==> src/logic/mcp_regs.svh <==
// Purpose: Register offsets, field positions, reset values and codes of the maintenance channel processor.
// Assumes: Included by the design file; definitions only.
// Notes: Byte offsets on the 32-bit AHB-Lite slave, one aligned word per register.
`ifndef MCP_REGS_SVH
`define MCP_REGS_SVH

// Register byte offsets.
`define MCP_OFF_CONFIG 5'h00
`define MCP_OFF_TXWORD 5'h04
`define MCP_OFF_RXMSG 5'h08
`define MCP_OFF_OVERHEAD 5'h0C
`define MCP_OFF_STATUS 5'h10

// CONFIG fields: channel mode, state machine filter select, four 2-bit bit filters.
`define MCP_CFG_MODE_LSB 0
`define MCP_CFG_SMSAME_BIT 2
`define MCP_CFG_FILT_LSB 4
`define MCP_CFG_WIDTH 12
`define MCP_CFG_RESET 12'h000

// Reset values of the transmit word and the state machine bits.
`define MCP_TXWORD_RESET 12'h1FF
`define MCP_SM_RESET 3'h2

// Information codes of the channel.
`define MCP_CODE_HOLD 8'h00
`define MCP_CODE_FULL_LOOP 8'h50
`define MCP_CODE_LOOP_B1 8'h51
`define MCP_CODE_LOOP_B2 8'h52
`define MCP_CODE_REQ_CORRUPT 8'h53
`define MCP_CODE_NOTIFY_CORRUPT 8'h54
`define MCP_CODE_UTC 8'hAA
`define MCP_CODE_RTN 8'hFF

// Addresses of the terminal and broadcast, and the confirmation count.
`define MCP_ADDR_NT 3'h0
`define MCP_ADDR_BCAST 3'h7
`define MCP_TLL_COUNT 2'h3

`endif

==> src/logic/mcp_pkg.sv <==
// Purpose: Types shared by the maintenance channel processor.
// Assumes: Nothing beyond SystemVerilog.
// Notes: Codes and offsets live in mcp_regs.svh.
package mcp_pkg;

  // One operations-channel frame: address, data/message flag, information.
  typedef struct packed {
    logic [2:0] addr;
    logic dm;
    logic [7:0] info;
  } mcp_frame_s;

  // Commands held active in auto mode.
  typedef struct packed {
    logic fullLoop;
    logic loopB1;
    logic loopB2;
    logic reqCorrupt;
    logic notifyCorrupt;
  } mcp_cmd_s;

  // Channel modes, Gray ordered.
  typedef enum logic [1:0] {
    MCP_AUTO = 2'h0,
    MCP_TRANSP = 2'h1,
    MCP_ONCHANGE = 2'h3,
    MCP_CONFIRMED = 2'h2
  } mcp_mode_e;

  // Per-bit validation filters of the group-four bits.
  typedef enum logic [1:0] {
    MCP_FILT_CHANGE = 2'h0,
    MCP_FILT_TLL = 2'h1,
    MCP_FILT_CRC = 2'h2,
    MCP_FILT_BOTH = 2'h3
  } mcp_filt_e;

endpackage

==> src/logic/mcp_top.sv <==
// Purpose: Maintenance channel processor: operations-channel replies, latching, reporting
//          and validation of the received overhead bits.
// Assumes: Frame side logic runs on clk; rxFrameValid and rxOhValid are one-cycle pulses.
// Notes: AHB-Lite slave with zero wait states.
// Functional notes
// - Auto mode echoes frames for address 000/111 straight back as acknowledgement.
// - Auto mode answers foreign addresses with a hold message addressed 000.
// - Auto mode replies unable-to-comply after three bad frames in a row.
// - Valid commands latch together until return-to-normal, deactivation or leaving auto mode.
// - Auto mode reports a threefold confirmed new frame whatever its address.
// - A confirmed frame equal to the last confirmed one is not reported.
// - Auto execution only for address 000/111, flag 1, confirmed, defined.
// - Plain transparent mode reports every frame and never latches or executes.
// - Transparent modes transmit the transmit word last written by the host.
// - On-change mode reports only frames differing from the previous one.
// - Confirmed mode reports only after three equal consecutive new frames.
// - Each group-four bit has its own filter before reaching the host.
// - Filters: on change, threefold, checksum, or checksum and threefold.
// - Spare bits are not checksum covered; group-four bits are.
// - Activation bits reach the state machine threefold confirmed by default.
// - A config bit makes the state machine use the host filters.
// - Before activation state machine bits read link 0, shutdown 1, line-only 0.
// - A frame holds a 3-bit address, data/message flag and 8-bit code.
// - Unable-to-comply uses code AA and hold uses code 00.
// - Return-to-normal FF releases all latches and resets the transmit word.
// - Loop codes 50, 51, 52, corrupt request 53, corrupt notice 54.
`timescale 1ns/100ps
`include "mcp_regs.svh"

module mcp_top
  import mcp_pkg::*;
(
  input wire logic clk,
  input wire logic resetn,
  input wire logic hsel,
  input wire logic [31:0] haddr,
  input wire logic [1:0] htrans,
  input wire logic hwrite,
  input wire logic [2:0] hsize,
  input wire logic [31:0] hwdata,
  input wire logic hready,
  output logic [31:0] hrdata,
  output logic hreadyout,
  output logic hresp,
  input wire logic linkActive,
  input wire logic rxFrameValid,
  input wire mcp_frame_s rxFrame,
  input wire logic rxOhValid,
  input wire logic rxCrcOk,
  input wire logic [3:0] rxGroupFour,
  input wire logic [2:0] rxSpare,
  output mcp_frame_s txWord,
  output mcp_cmd_s cmdActive,
  output logic eocReport,
  output logic overheadReport,
  output logic [3:0] groupFourValid,
  output logic [2:0] spareValid,
  output logic [2:0] smBits
);

  // Reset is released through two flip-flops; everything else uses rstn.
  logic [1:0] rstPipe;
  logic rstn;
  always_ff @(posedge clk or negedge resetn) begin
    if (!resetn) rstPipe <= 2'h0;
    else rstPipe <= {rstPipe[0], 1'b1};
  end
  assign rstn = rstPipe[1];

  // Information codes the terminal understands; used by reply and execution paths.
  function automatic logic isDefined(input logic [7:0] code);
    isDefined = (code == `MCP_CODE_HOLD) || (code == `MCP_CODE_RTN) ||
                (code >= `MCP_CODE_FULL_LOOP && code <= `MCP_CODE_NOTIFY_CORRUPT);
  endfunction

  // Filter decision for one bit; a change is always required.
  function automatic logic filterPass(input mcp_filt_e f, input logic diff, input logic threefold_confirm,
                                      input logic crc);
    case (f)
      MCP_FILT_CHANGE: filterPass = diff;
      MCP_FILT_TLL: filterPass = diff && threefold_confirm;
      MCP_FILT_CRC: filterPass = diff && crc;
      MCP_FILT_BOTH: filterPass = diff && threefold_confirm && crc;
      default: filterPass = 1'b0;
    endcase
  endfunction

  // Software-visible state.
  logic [`MCP_CFG_WIDTH-1:0] cfgReg;
  mcp_frame_s rxMsg;
  logic eocNew;
  logic overheadNew;

  // Bus address phase capture.
  logic wrPend;
  logic [4:0] wrOff;
  wire accept = hsel && htrans[1] && hready;
  wire rdAccept = accept && !hwrite;
  wire [4:0] accOff = {haddr[4:2], 2'h0};
  wire cfgWrite = wrPend && wrOff == `MCP_OFF_CONFIG;
  wire txWrite = wrPend && wrOff == `MCP_OFF_TXWORD;
  wire rdRxMsg = rdAccept && accOff == `MCP_OFF_RXMSG;
  wire rdOverhead = rdAccept && accOff == `MCP_OFF_OVERHEAD;

  mcp_mode_e mode;
  wire smSame = cfgReg[`MCP_CFG_SMSAME_BIT];
  assign mode = mcp_mode_e'(cfgReg[`MCP_CFG_MODE_LSB +: 2]);
  wire isAuto = mode == MCP_AUTO;

  // Read data multiplexer; unmapped offsets read zero.
  wire [31:0] rdWord =
    (accOff == `MCP_OFF_CONFIG) ? {20'h0_0000, cfgReg} :
    (accOff == `MCP_OFF_TXWORD) ? {20'h0_0000, txWord} :
    (accOff == `MCP_OFF_RXMSG) ? {20'h0_0000, rxMsg} :
    (accOff == `MCP_OFF_OVERHEAD) ? {20'h0_0000, 2'h0, smBits, spareValid, groupFourValid} :
    (accOff == `MCP_OFF_STATUS) ? {24'h00_0000, eocNew, overheadNew, 1'b0, cmdActive} :
    32'h0000_0000;

  // Bus slave: reads are loaded at the address phase so data stand in the data phase.
  always_ff @(posedge clk or negedge rstn) begin
    if (!rstn) begin
      hrdata <= 32'h0000_0000;
      hreadyout <= 1'b0;
      hresp <= 1'b0;
      wrPend <= 1'b0;
      wrOff <= 5'h00;
    end else begin
      hreadyout <= 1'b1;
      hresp <= 1'b0;
      wrPend <= accept && hwrite;
      wrOff <= accOff;
      if (rdAccept) hrdata <= rdWord;
    end
  end

  // Configuration register.
  always_ff @(posedge clk or negedge rstn) begin
    if (!rstn) cfgReg <= `MCP_CFG_RESET;
    else if (cfgWrite) cfgReg <= hwdata[`MCP_CFG_WIDTH-1:0];
  end

  // Frame classification shared by every mode.
  mcp_frame_s prevFrame;
  mcp_frame_s lastConf;
  logic prevValid;
  logic confValid;
  logic [1:0] tllCnt;
  logic [1:0] badCnt;
  wire addrOk = rxFrame.addr == `MCP_ADDR_NT || rxFrame.addr == `MCP_ADDR_BCAST;
  wire defined = isDefined(rxFrame.info);
  wire sameAsPrev = prevValid && rxFrame == prevFrame;
  wire [1:0] next_tllCnt = !sameAsPrev ? 2'h1 :
                           (tllCnt == `MCP_TLL_COUNT) ? tllCnt : tllCnt + 2'h1;
  // A confirmed frame is new only if it differs from the last confirmed one.
  wire tllHit = next_tllCnt == `MCP_TLL_COUNT && (!confValid || rxFrame != lastConf);
  wire badFrame = addrOk && (!rxFrame.dm || !defined);
  wire [1:0] next_badCnt = !badFrame ? 2'h0 :
                           (badCnt == `MCP_TLL_COUNT) ? badCnt : badCnt + 2'h1;
  wire utcReply = badFrame && next_badCnt == `MCP_TLL_COUNT;
  wire execute = isAuto && tllHit && addrOk && rxFrame.dm && defined;
  wire execRtn = execute && rxFrame.info == `MCP_CODE_RTN;

  // Reply selection in auto mode.
  wire mcp_frame_s holdFrame = {`MCP_ADDR_NT, 1'b1, `MCP_CODE_HOLD};
  wire mcp_frame_s utcFrame = {`MCP_ADDR_NT, 1'b1, `MCP_CODE_UTC};
  wire mcp_frame_s autoReply = !addrOk ? holdFrame :
                               utcReply ? utcFrame : rxFrame;

  // Report decision per mode.
  wire reportNow = rxFrameValid && (
    (mode == MCP_AUTO && tllHit) ||
    (mode == MCP_TRANSP) ||
    (mode == MCP_ONCHANGE && !sameAsPrev) ||
    (mode == MCP_CONFIRMED && tllHit));

  // Frame history counters.
  always_ff @(posedge clk or negedge rstn) begin
    if (!rstn) begin
      prevFrame <= 12'h000;
      prevValid <= 1'b0;
      tllCnt <= 2'h0;
      badCnt <= 2'h0;
      lastConf <= 12'h000;
      confValid <= 1'b0;
    end else if (rxFrameValid) begin
      prevFrame <= rxFrame;
      prevValid <= 1'b1;
      tllCnt <= next_tllCnt;
      badCnt <= next_badCnt;
      if (tllHit) begin
        lastConf <= rxFrame;
        confValid <= 1'b1;
      end
    end
  end

  // Transmit word: auto replies overwrite the host's word; the frame wins a same-cycle write.
  always_ff @(posedge clk or negedge rstn) begin
    if (!rstn) txWord <= `MCP_TXWORD_RESET;
    else if (execRtn) txWord <= `MCP_TXWORD_RESET;
    else if (isAuto && rxFrameValid) txWord <= autoReply;
    else if (txWrite) txWord <= hwdata[11:0];
  end

  // Command latches; transparent modes hold them cleared, the host acts instead.
  always_ff @(posedge clk or negedge rstn) begin
    if (!rstn) cmdActive <= 5'h00;
    else if (!linkActive || execRtn || !isAuto) cmdActive <= 5'h00;
    else if (execute) begin
      if (rxFrame.info == `MCP_CODE_FULL_LOOP) cmdActive.fullLoop <= 1'b1;
      if (rxFrame.info == `MCP_CODE_LOOP_B1) cmdActive.loopB1 <= 1'b1;
      if (rxFrame.info == `MCP_CODE_LOOP_B2) cmdActive.loopB2 <= 1'b1;
      if (rxFrame.info == `MCP_CODE_REQ_CORRUPT) cmdActive.reqCorrupt <= 1'b1;
      if (rxFrame.info == `MCP_CODE_NOTIFY_CORRUPT) cmdActive.notifyCorrupt <= 1'b1;
    end
  end

  // Received-message register and report flags; a new report wins over a read clear.
  always_ff @(posedge clk or negedge rstn) begin
    if (!rstn) begin
      rxMsg <= 12'h000;
      eocReport <= 1'b0;
      eocNew <= 1'b0;
    end else begin
      eocReport <= reportNow;
      if (reportNow) rxMsg <= rxFrame;
      if (reportNow) eocNew <= 1'b1;
      else if (rdRxMsg) eocNew <= 1'b0;
    end
  end

  // Per-bit group-four filtering; bits 0..2 also feed the activation state machine.
  logic [3:0] m4Last;
  logic [7:0] m4Cnt;
  logic [7:0] next_m4Cnt;
  logic [3:0] next_m4Valid;
  logic [2:0] next_smBits;
  genvar gi;
  generate
    for (gi = 0; gi < 4; gi++) begin : genBit
      wire mcp_filt_e hostFilt = mcp_filt_e'(cfgReg[`MCP_CFG_FILT_LSB + 2*gi +: 2]);
      wire [1:0] cnt = m4Cnt[2*gi +: 2];
      wire same = rxGroupFour[gi] == m4Last[gi];
      assign next_m4Cnt[2*gi +: 2] = !same ? 2'h1 : (cnt == `MCP_TLL_COUNT) ? cnt : cnt + 2'h1;
      wire threefold_confirm = next_m4Cnt[2*gi +: 2] == `MCP_TLL_COUNT;
      wire hostPass = filterPass(hostFilt, rxGroupFour[gi] != groupFourValid[gi], threefold_confirm,
                                 rxCrcOk);
      assign next_m4Valid[gi] = hostPass ? rxGroupFour[gi] : groupFourValid[gi];
      if (gi < 3) begin : genSm
        wire mcp_filt_e smFilt = smSame ? hostFilt : MCP_FILT_TLL;
        wire smPass = filterPass(smFilt, rxGroupFour[gi] != smBits[gi], threefold_confirm, rxCrcOk);
        assign next_smBits[gi] = smPass ? rxGroupFour[gi] : smBits[gi];
      end
    end
  endgenerate

  // Overhead registers; the spare bits are taken on change, not gated by the checksum.
  wire ohChange = rxOhValid && (next_m4Valid != groupFourValid || rxSpare != spareValid);
  always_ff @(posedge clk or negedge rstn) begin
    if (!rstn) begin
      m4Last <= 4'h0;
      m4Cnt <= 8'h00;
      groupFourValid <= 4'h0;
      spareValid <= 3'h0;
      smBits <= `MCP_SM_RESET;
      overheadReport <= 1'b0;
      overheadNew <= 1'b0;
    end else begin
      overheadReport <= ohChange;
      if (ohChange) overheadNew <= 1'b1;
      else if (rdOverhead) overheadNew <= 1'b0;
      if (rxOhValid) begin
        m4Last <= rxGroupFour;
        m4Cnt <= next_m4Cnt;
        groupFourValid <= next_m4Valid;
        spareValid <= rxSpare;
      end
      if (!linkActive) smBits <= `MCP_SM_RESET;
      else if (rxOhValid) smBits <= next_smBits;
    end
  end
endmodule

==> config.mk <==
export PLATFORM = sky130hd
export DESIGN_NAME = mcp_top
export DESIGN_NICKNAME = d
export VERILOG_FILES = /design/src/logic/mcp_pkg.sv /design/src/logic/mcp_top.sv
export VERILOG_INCLUDE_DIRS = /design/src /design/src/logic
export SDC_FILE = /design/constraint.sdc
export NUM_CORES = 1
export LEC_CHECK = 0
export BUFFER_PORTS_ARGS = -buffer_cell sky130_fd_sc_hd__buf_2
export CORE_ASPECT_RATIO = 1.1
export CORE_MARGIN = 2
export CORE_UTILIZATION = 41
export CTS_BUF_LIST = sky130_fd_sc_hd__clkbuf_4
export CTS_CLUSTER_DIAMETER = 40
export DETAILED_ROUTE_END_ITERATION = 10
export PLACE_DENSITY_LB_ADDON = 0.15
export REMOVE_ABC_BUFFERS = 1
export SLEW_MARGIN = 10
export SYNTH_ARGS = -nofsm -noshare
export SYNTH_HDL_FRONTEND = slang
export SYNTH_SLANG_ARGS = --single-unit
==> constraint.sdc <==
create_clock -name clk -period 3.4 [get_ports clk]
set_input_delay 0.68 -clock clk [delete_from_list [all_inputs] [get_ports clk]]
set_output_delay 0.68 -clock clk [all_outputs]
set_load 0.02 [all_outputs]
# After elaboration in Yosys (flattened, before gate mapping)
# Cells that the tools add are included.
word_totals:
  regBits: 136
  latchBits: 0
  ramBits: 0
  romBits: 0
  mem_count: 0
op_classes:
  addsub: 6
  mul: 0
  div: 0
  order_cmp: 2
  eq_ne: 67
  shift: 0
  mux: 52
  n_bitwise: 0
  reduce_logical: 92
ops:
  columns: ["operator", "count"]
  rows:
  - ["2-to-1 mux 12 bit", 8]
  - ["== test 2 bit (second input constant)", 28]
  - ["logical AND 1 bit", 44]
  - ["== test 8 x 7 -> 1 bit (second input constant)", 5]
  - ["2-to-1 mux 2 bit", 15]
  - ["case mux 1 bit (4 select lines)", 7]
  - ["AND reduction 2 bit", 9]
  - ["== test 2 x 1 -> 1 bit (second input constant)", 8]
  - ["logical NOT 2 bit", 8]
  - ["2-to-1 mux 1 bit", 16]
  - ["nonzero test 2 bit", 8]
  - ["adder 2 x 1 -> 2 bit (second input constant)", 6]
  - ["== test 12 bit", 1]
  - ["inequality test 12 bit", 1]
  - ["logical OR 1 bit", 11]
  - ["logical NOT 5 bit", 2]
  - ["2-to-1 mux 10 bit", 1]
  - ["2-to-1 mux 5 bit", 2]
  - ["== test 8 bit (second input constant)", 1]
  - [">= comparator 8 x 7 -> 1 bit (second input constant)", 1]
  - ["less-or-equal comparator 8 x 7 -> 1 bit (second input constant)", 1]
  - ["logical NOT 8 bit", 1]
  - ["2-to-1 mux 8 bit", 1]
  - ["inequality test 2 x 1 -> 1 bit (second input constant)", 4]
  - ["11 further kinds", 30]

# Longest topological paths before layout
depth:
  ltp_word: 14
  depth_mapped: 8
  ltp_nobuf: 6

# Worst setup path after synthesis
# OpenSTA, ideal clock, no wires.
synth_timing:
  path_type: "input to register"
  from: "input port rxFrame[7] (netlist bit)"
  to: "register rxMsg[10] (netlist bit)"
  setup_time_ns: 0.125
  t_arrival_ns: 2.314
  required_ns: 3.275
  slack_ns: 0.961
  path_stages: 8
  path_buffers: 2
  path_cell_list: "buf_6 xor2_1 nor4b_2 nand2_1 nor3_2 a31o_4 buf_6 mux2_4"
synth_via:
  elab_chain_cells: 10
  word_cells_on_any_way: 15
synth_lines:
  columns: ["element", "line", "rtl"]
  rows:
  - ["start, declared", "mcp_top.sv:47", "input wire mcp_frame_s rxFrame,"]
  - ["== test 12 bit", "mcp_top.sv:151", "wire sameAsPrev = prevValid && rxFrame == prevFrame;"]
  - ["logical AND 1 bit", "mcp_top.sv:151", null]
  - ["2-to-1 mux 2 bit", "mcp_top.sv:152", "wire [1:0] next_tllCnt = !sameAsPrev ? 2'h1 :"]
  - ["== test 2 bit (no line)", null, null]
  - ["logical AND 1 bit", "mcp_top.sv:155", "wire tllHit = next_tllCnt == `MCP_TLL_COUNT && (!confValid || rxFrame != lastConf);"]
  - ["logical AND 1 bit", "mcp_top.sv:171", "(mode == MCP_AUTO && tllHit) ||"]
  - ["logical OR 1 bit", "mcp_top.sv:171", null]
  - ["logical OR 1 bit", "mcp_top.sv:172", "(mode == MCP_TRANSP) ||"]
  - ["logical OR 1 bit *", "mcp_top.sv:173", "(mode == MCP_ONCHANGE && !sameAsPrev) ||"]
  - ["logical AND 1 bit *", "mcp_top.sv:170", "wire reportNow = rxFrameValid && ("]
  - ["net reportNow", "mcp_top.sv:170", null]
  - ["end signal, assigned", "mcp_top.sv:226", "if (reportNow) rxMsg <= rxFrame;"]
  - ["end, declared", "mcp_top.sv:90", "mcp_frame_s rxMsg;"]
# Mark *: on every way through the listed nets, which the timed path passes. The rest lies on a longest branch.
# A chain may end at the register's enable or synchronous reset.

# Worst setup path after layout
layout_timing:
  from: "register lastConf[6] (netlist bit)"
  to: "register txWord[3] (netlist bit)"
layout_via:
  elab_chain_cells: 9
  word_cells_on_any_way: 10
layout_lines:
  columns: ["element", "line", "rtl"]
  rows:
  - ["start, declared", "mcp_top.sv:144", "mcp_frame_s lastConf;"]
  - ["start signal, assigned", "mcp_top.sv:191", "lastConf <= rxFrame;"]
  - ["inequality test 12 bit *", "mcp_top.sv:155", null]
  - ["logical OR 1 bit *", "mcp_top.sv:155", null]
  - ["logical AND 1 bit *", "mcp_top.sv:155", null]
  - ["logical AND 1 bit * (4 in a row)", "mcp_top.sv:160", "wire execute = isAuto && tllHit && addrOk && rxFrame.dm && defined;"]
  - ["logical AND 1 bit (no line) *", null, null]
  - ["nonzero test 3 bit (no line) or 2-to-1 mux 12 bit (tied branches)", null, null]
  - ["end signal, assigned", "mcp_top.sv:199", "if (!rstn) txWord <= `MCP_TXWORD_RESET;"]
  - ["end signal, assigned", "mcp_top.sv:200", "else if (execRtn) txWord <= `MCP_TXWORD_RESET;"]
  - ["end signal, assigned", "mcp_top.sv:201", "else if (isAuto && rxFrameValid) txWord <= autoReply;"]
  - ["end, declared", "mcp_top.sv:52", "output mcp_frame_s txWord,"]
# Mark *: on every way between the ends. The rest lies on a longest branch, timed or not.

==> metrics.yaml <==
vias: 4390
r2r-end: "txWord[3]"
area_growth_pct: 11.2
antenna_found_initial: 1
via_per_inst: 5.18
clk_pin_slew_ns: 0.10
synth_area_leaders: "dfrtp_1, mux2_2, dfstp_2, nand2_1, o21ai_0"
hold-path-endpoint: "smBits[1]"
synth_top_area_frac: 0.443
cts_buffers: 17
cp_slowest_cell: "nor4_1"
drt-wirelength-per-cell_um: 17.5
initial_core_util: 0.418
clock_sinks: 116
hold_path.class: "in2reg"
synthFlopType: "dfrtp_1"
cts_tree: "done"
synth_edf_count: 0
place.gp.congestion: 0.823
yosysTopAreaCell: "dfrtp_1"
drive_above_1_share: 0.290
drc: 0
synthArstFlopShare: 1.00
place_ws_ns: 0.503
slew_headroom: 0.406
cts-root-buf: "clkbuf_4"
ys_top_cells_by_count: "dfrtp_1, nand2_1, mux2_2"
cp-start-kind: "flip-flop"
critPathKind: "reg2reg"
drt-total-wl_um: 14900
htreeDepth: 4
drtAntennaViolNets: 0
rrSetupSlack_ns: 1.04
power_density_nw_per_um2: 543
syn_inst: 568
ios: 160
status: "completed"
clockBufferDepth: 2
synth.most_common_cell: "dfrtp_1"
fp.dieW_um: 119
worst_slack_ns: 1.04
finalSetupViolCount: 0
drtIter0Drc: 288
worstRegToRegCells: 6
p_total_mw: 3.62
p_leak_nw: 3.01
cp-end-kind: "flip-flop"
cts_resized: 0
grt_use_total: 0.201
worstPathRequired_ns: 3.85
worst_pin_slew_ns: 0.891
setup-tns-final_ns: 0
die-area_um2: 15600
clk_latency_ns: 0.54
grt_max_degree: 69
coreArea_um2: 14300
hold_start: "linkActive"
rsz0062_at_grt: "false"
cp_cell_sequence: "xnor2_1, nand4_1, nor4_1, or4_1, a21boi_1, o211ai_1"
die_h_um: 131
fin_crit_sh: 0.694
syn-cell-area_um2: 5990
dp_hpwl_um: 11000
rows: 46
yosys.cell_types.count: 62
firstDrtPassIters: 4
min_period_ns: 2.36
grt_pass1_wl_um: 23500
ir_drop_v: 0.000205
hold_depth: 2
skew_ns: 0.0138
grt_overflow_total: 0
max_freq_ghz: 0.424
hold_violations: 0
worst-path-max-fanout: 10
r2r-start: "lastConf[6]"
syn_area_per_cell_um2: 10.5
arrival_ns: 2.81
drv_slew: 0
grt_pass1_vias: 4235
cap_violations: 0
ys_seq_area_frac: 0.487
portBuffers: 85
slowest_delay_ns: 0.53
ys_ff_latch: 116
nets: 740
yosys_warnings: 0
[metal layers]
metal	up-vias	track usage	wire length, um
met5	-	0	0
li1	2112	-	-
met1	2150	0.254	6460
met3	14	0.0451	722
met2	114	0.342	7500
met4	0	0.0742	190
[through the flow]
stage	util	hold slack [ns]	std cells	cell area, um^2
final	0.465	0.354	848	6660
after global routing	0.465	0.328	848	6660
after CTS	0.465	0.324	847	6660
after detailed placement	0.448	0.342	815	6420
after global placement	0.448	0.338	815	6420
after floorplan	-	0.331	533	5720
[cell families (layout without fill, tap and decap cells)]
group / after synthesis / after routing / share of synthesized area
other: 2 / 24 / 0.00125
buffers and inverters: 72 / 138 / 0.0691
AND/OR/NAND/NOR: 149 / 149 / 0.126
flip-flops: 116 / 116 / 0.487
XOR/XNOR: 33 / 33 / 0.0482
multiplexers: 64 / 64 / 0.127
AO/OA/AOI/OAI: 132 / 132 / 0.142
[report_power, final]
group,internal (mW),switching (mW),leakage [nW]
clock,0.349,0.512,0.126
combinational,0.389,0.525,1.49
sequential,1.63,0.210,1.39
total,2.37,1.25,3.01
[final cells by class]
type / instances / area, um^2
Antenna cell: 1 / 2.50
Clock buffer: 18 / 135
Clock inverter: 13 / 93.8
Fill cell: 1384 / 7670
Inverter: 16 / 60.1
Multi-Input combinational cell: 401 / 2740
Sequential cell: 116 / 2920
Tap cell: 192 / 240
Timing Repair Buffer: 91 / 473
[worst max-delay path, delay by kind of cell (launching register included)]
family,cells,cell delay (ns)
xor+xnor,1,0.15
flops,1,0.40
compound gates,2,0.55
simple gates,3,1.17
[worst max path at each step]
stage                      startpoint        end  slack, ns  cells past startpoint
after global routing      lastConf[6]  txWord[3]       0.87                      6
after detailed placement   rxFrame[6]  txWord[3]       0.50                      7
after CTS                 lastConf[6]  txWord[3]       1.02                      6
after global placement     rxFrame[6]  txWord[3]       0.56                      7
final                     lastConf[6]  txWord[3]       1.04                      6
after floorplan            rstPipe[1]  badCnt[0]      -0.05                      0
[layout by cell type (no fill, tap or decap), drive strengths merged, types with 3 or more instances in the layout]
| master | instances |
|---|---|
| buf | 90 |
| mux2 | 53 |
| clkinvlp | 3 |
| a21oi | 31 |
| nor2b | 12 |
| nand4 | 5 |
| o2bb2ai | 3 |
| a21boi | 4 |
| o22a | 3 |
| nand2 | 50 |
| dfstp | 10 |
| xor2 | 13 |
| nor4 | 6 |
| a22oi | 14 |
| inv | 16 |
| nand3 | 14 |
| o22ai | 8 |
| a21o | 7 |
| clkbuf | 18 |
| xnor2 | 20 |
| or2 | 4 |
| nor3 | 8 |
| conb | 23 |
| nand2b | 3 |
| or3 | 3 |
| o21ai | 35 |
| dfrtp | 106 |
| mux2i | 9 |
| o21a | 4 |
| nand4b | 4 |
| o211ai | 9 |
| nor2 | 31 |
| clkinv | 9 |
[state kept, by name (all words and copies together), names as in the netlist, 2 cells and up]
name	cells
cfgReg	12
hrdata	12
lastConf	12
prevFrame	12
rxMsg	12
txWord	12
m4Cnt	8
cmdActive	5
groupFourValid	4
m4Last	4
smBits	3
spareValid	3
wrOff	3
badCnt	2
rstPipe	2
tllCnt	2
[repair_timing]
action,in CTS,in global routing
buffers inserted,0,0
hold endpoints to repair,2,0
hold buffers,1,0
endpoints found under the setup margin,0,0
No activity file was read; power rests on OpenSTA's default activity.
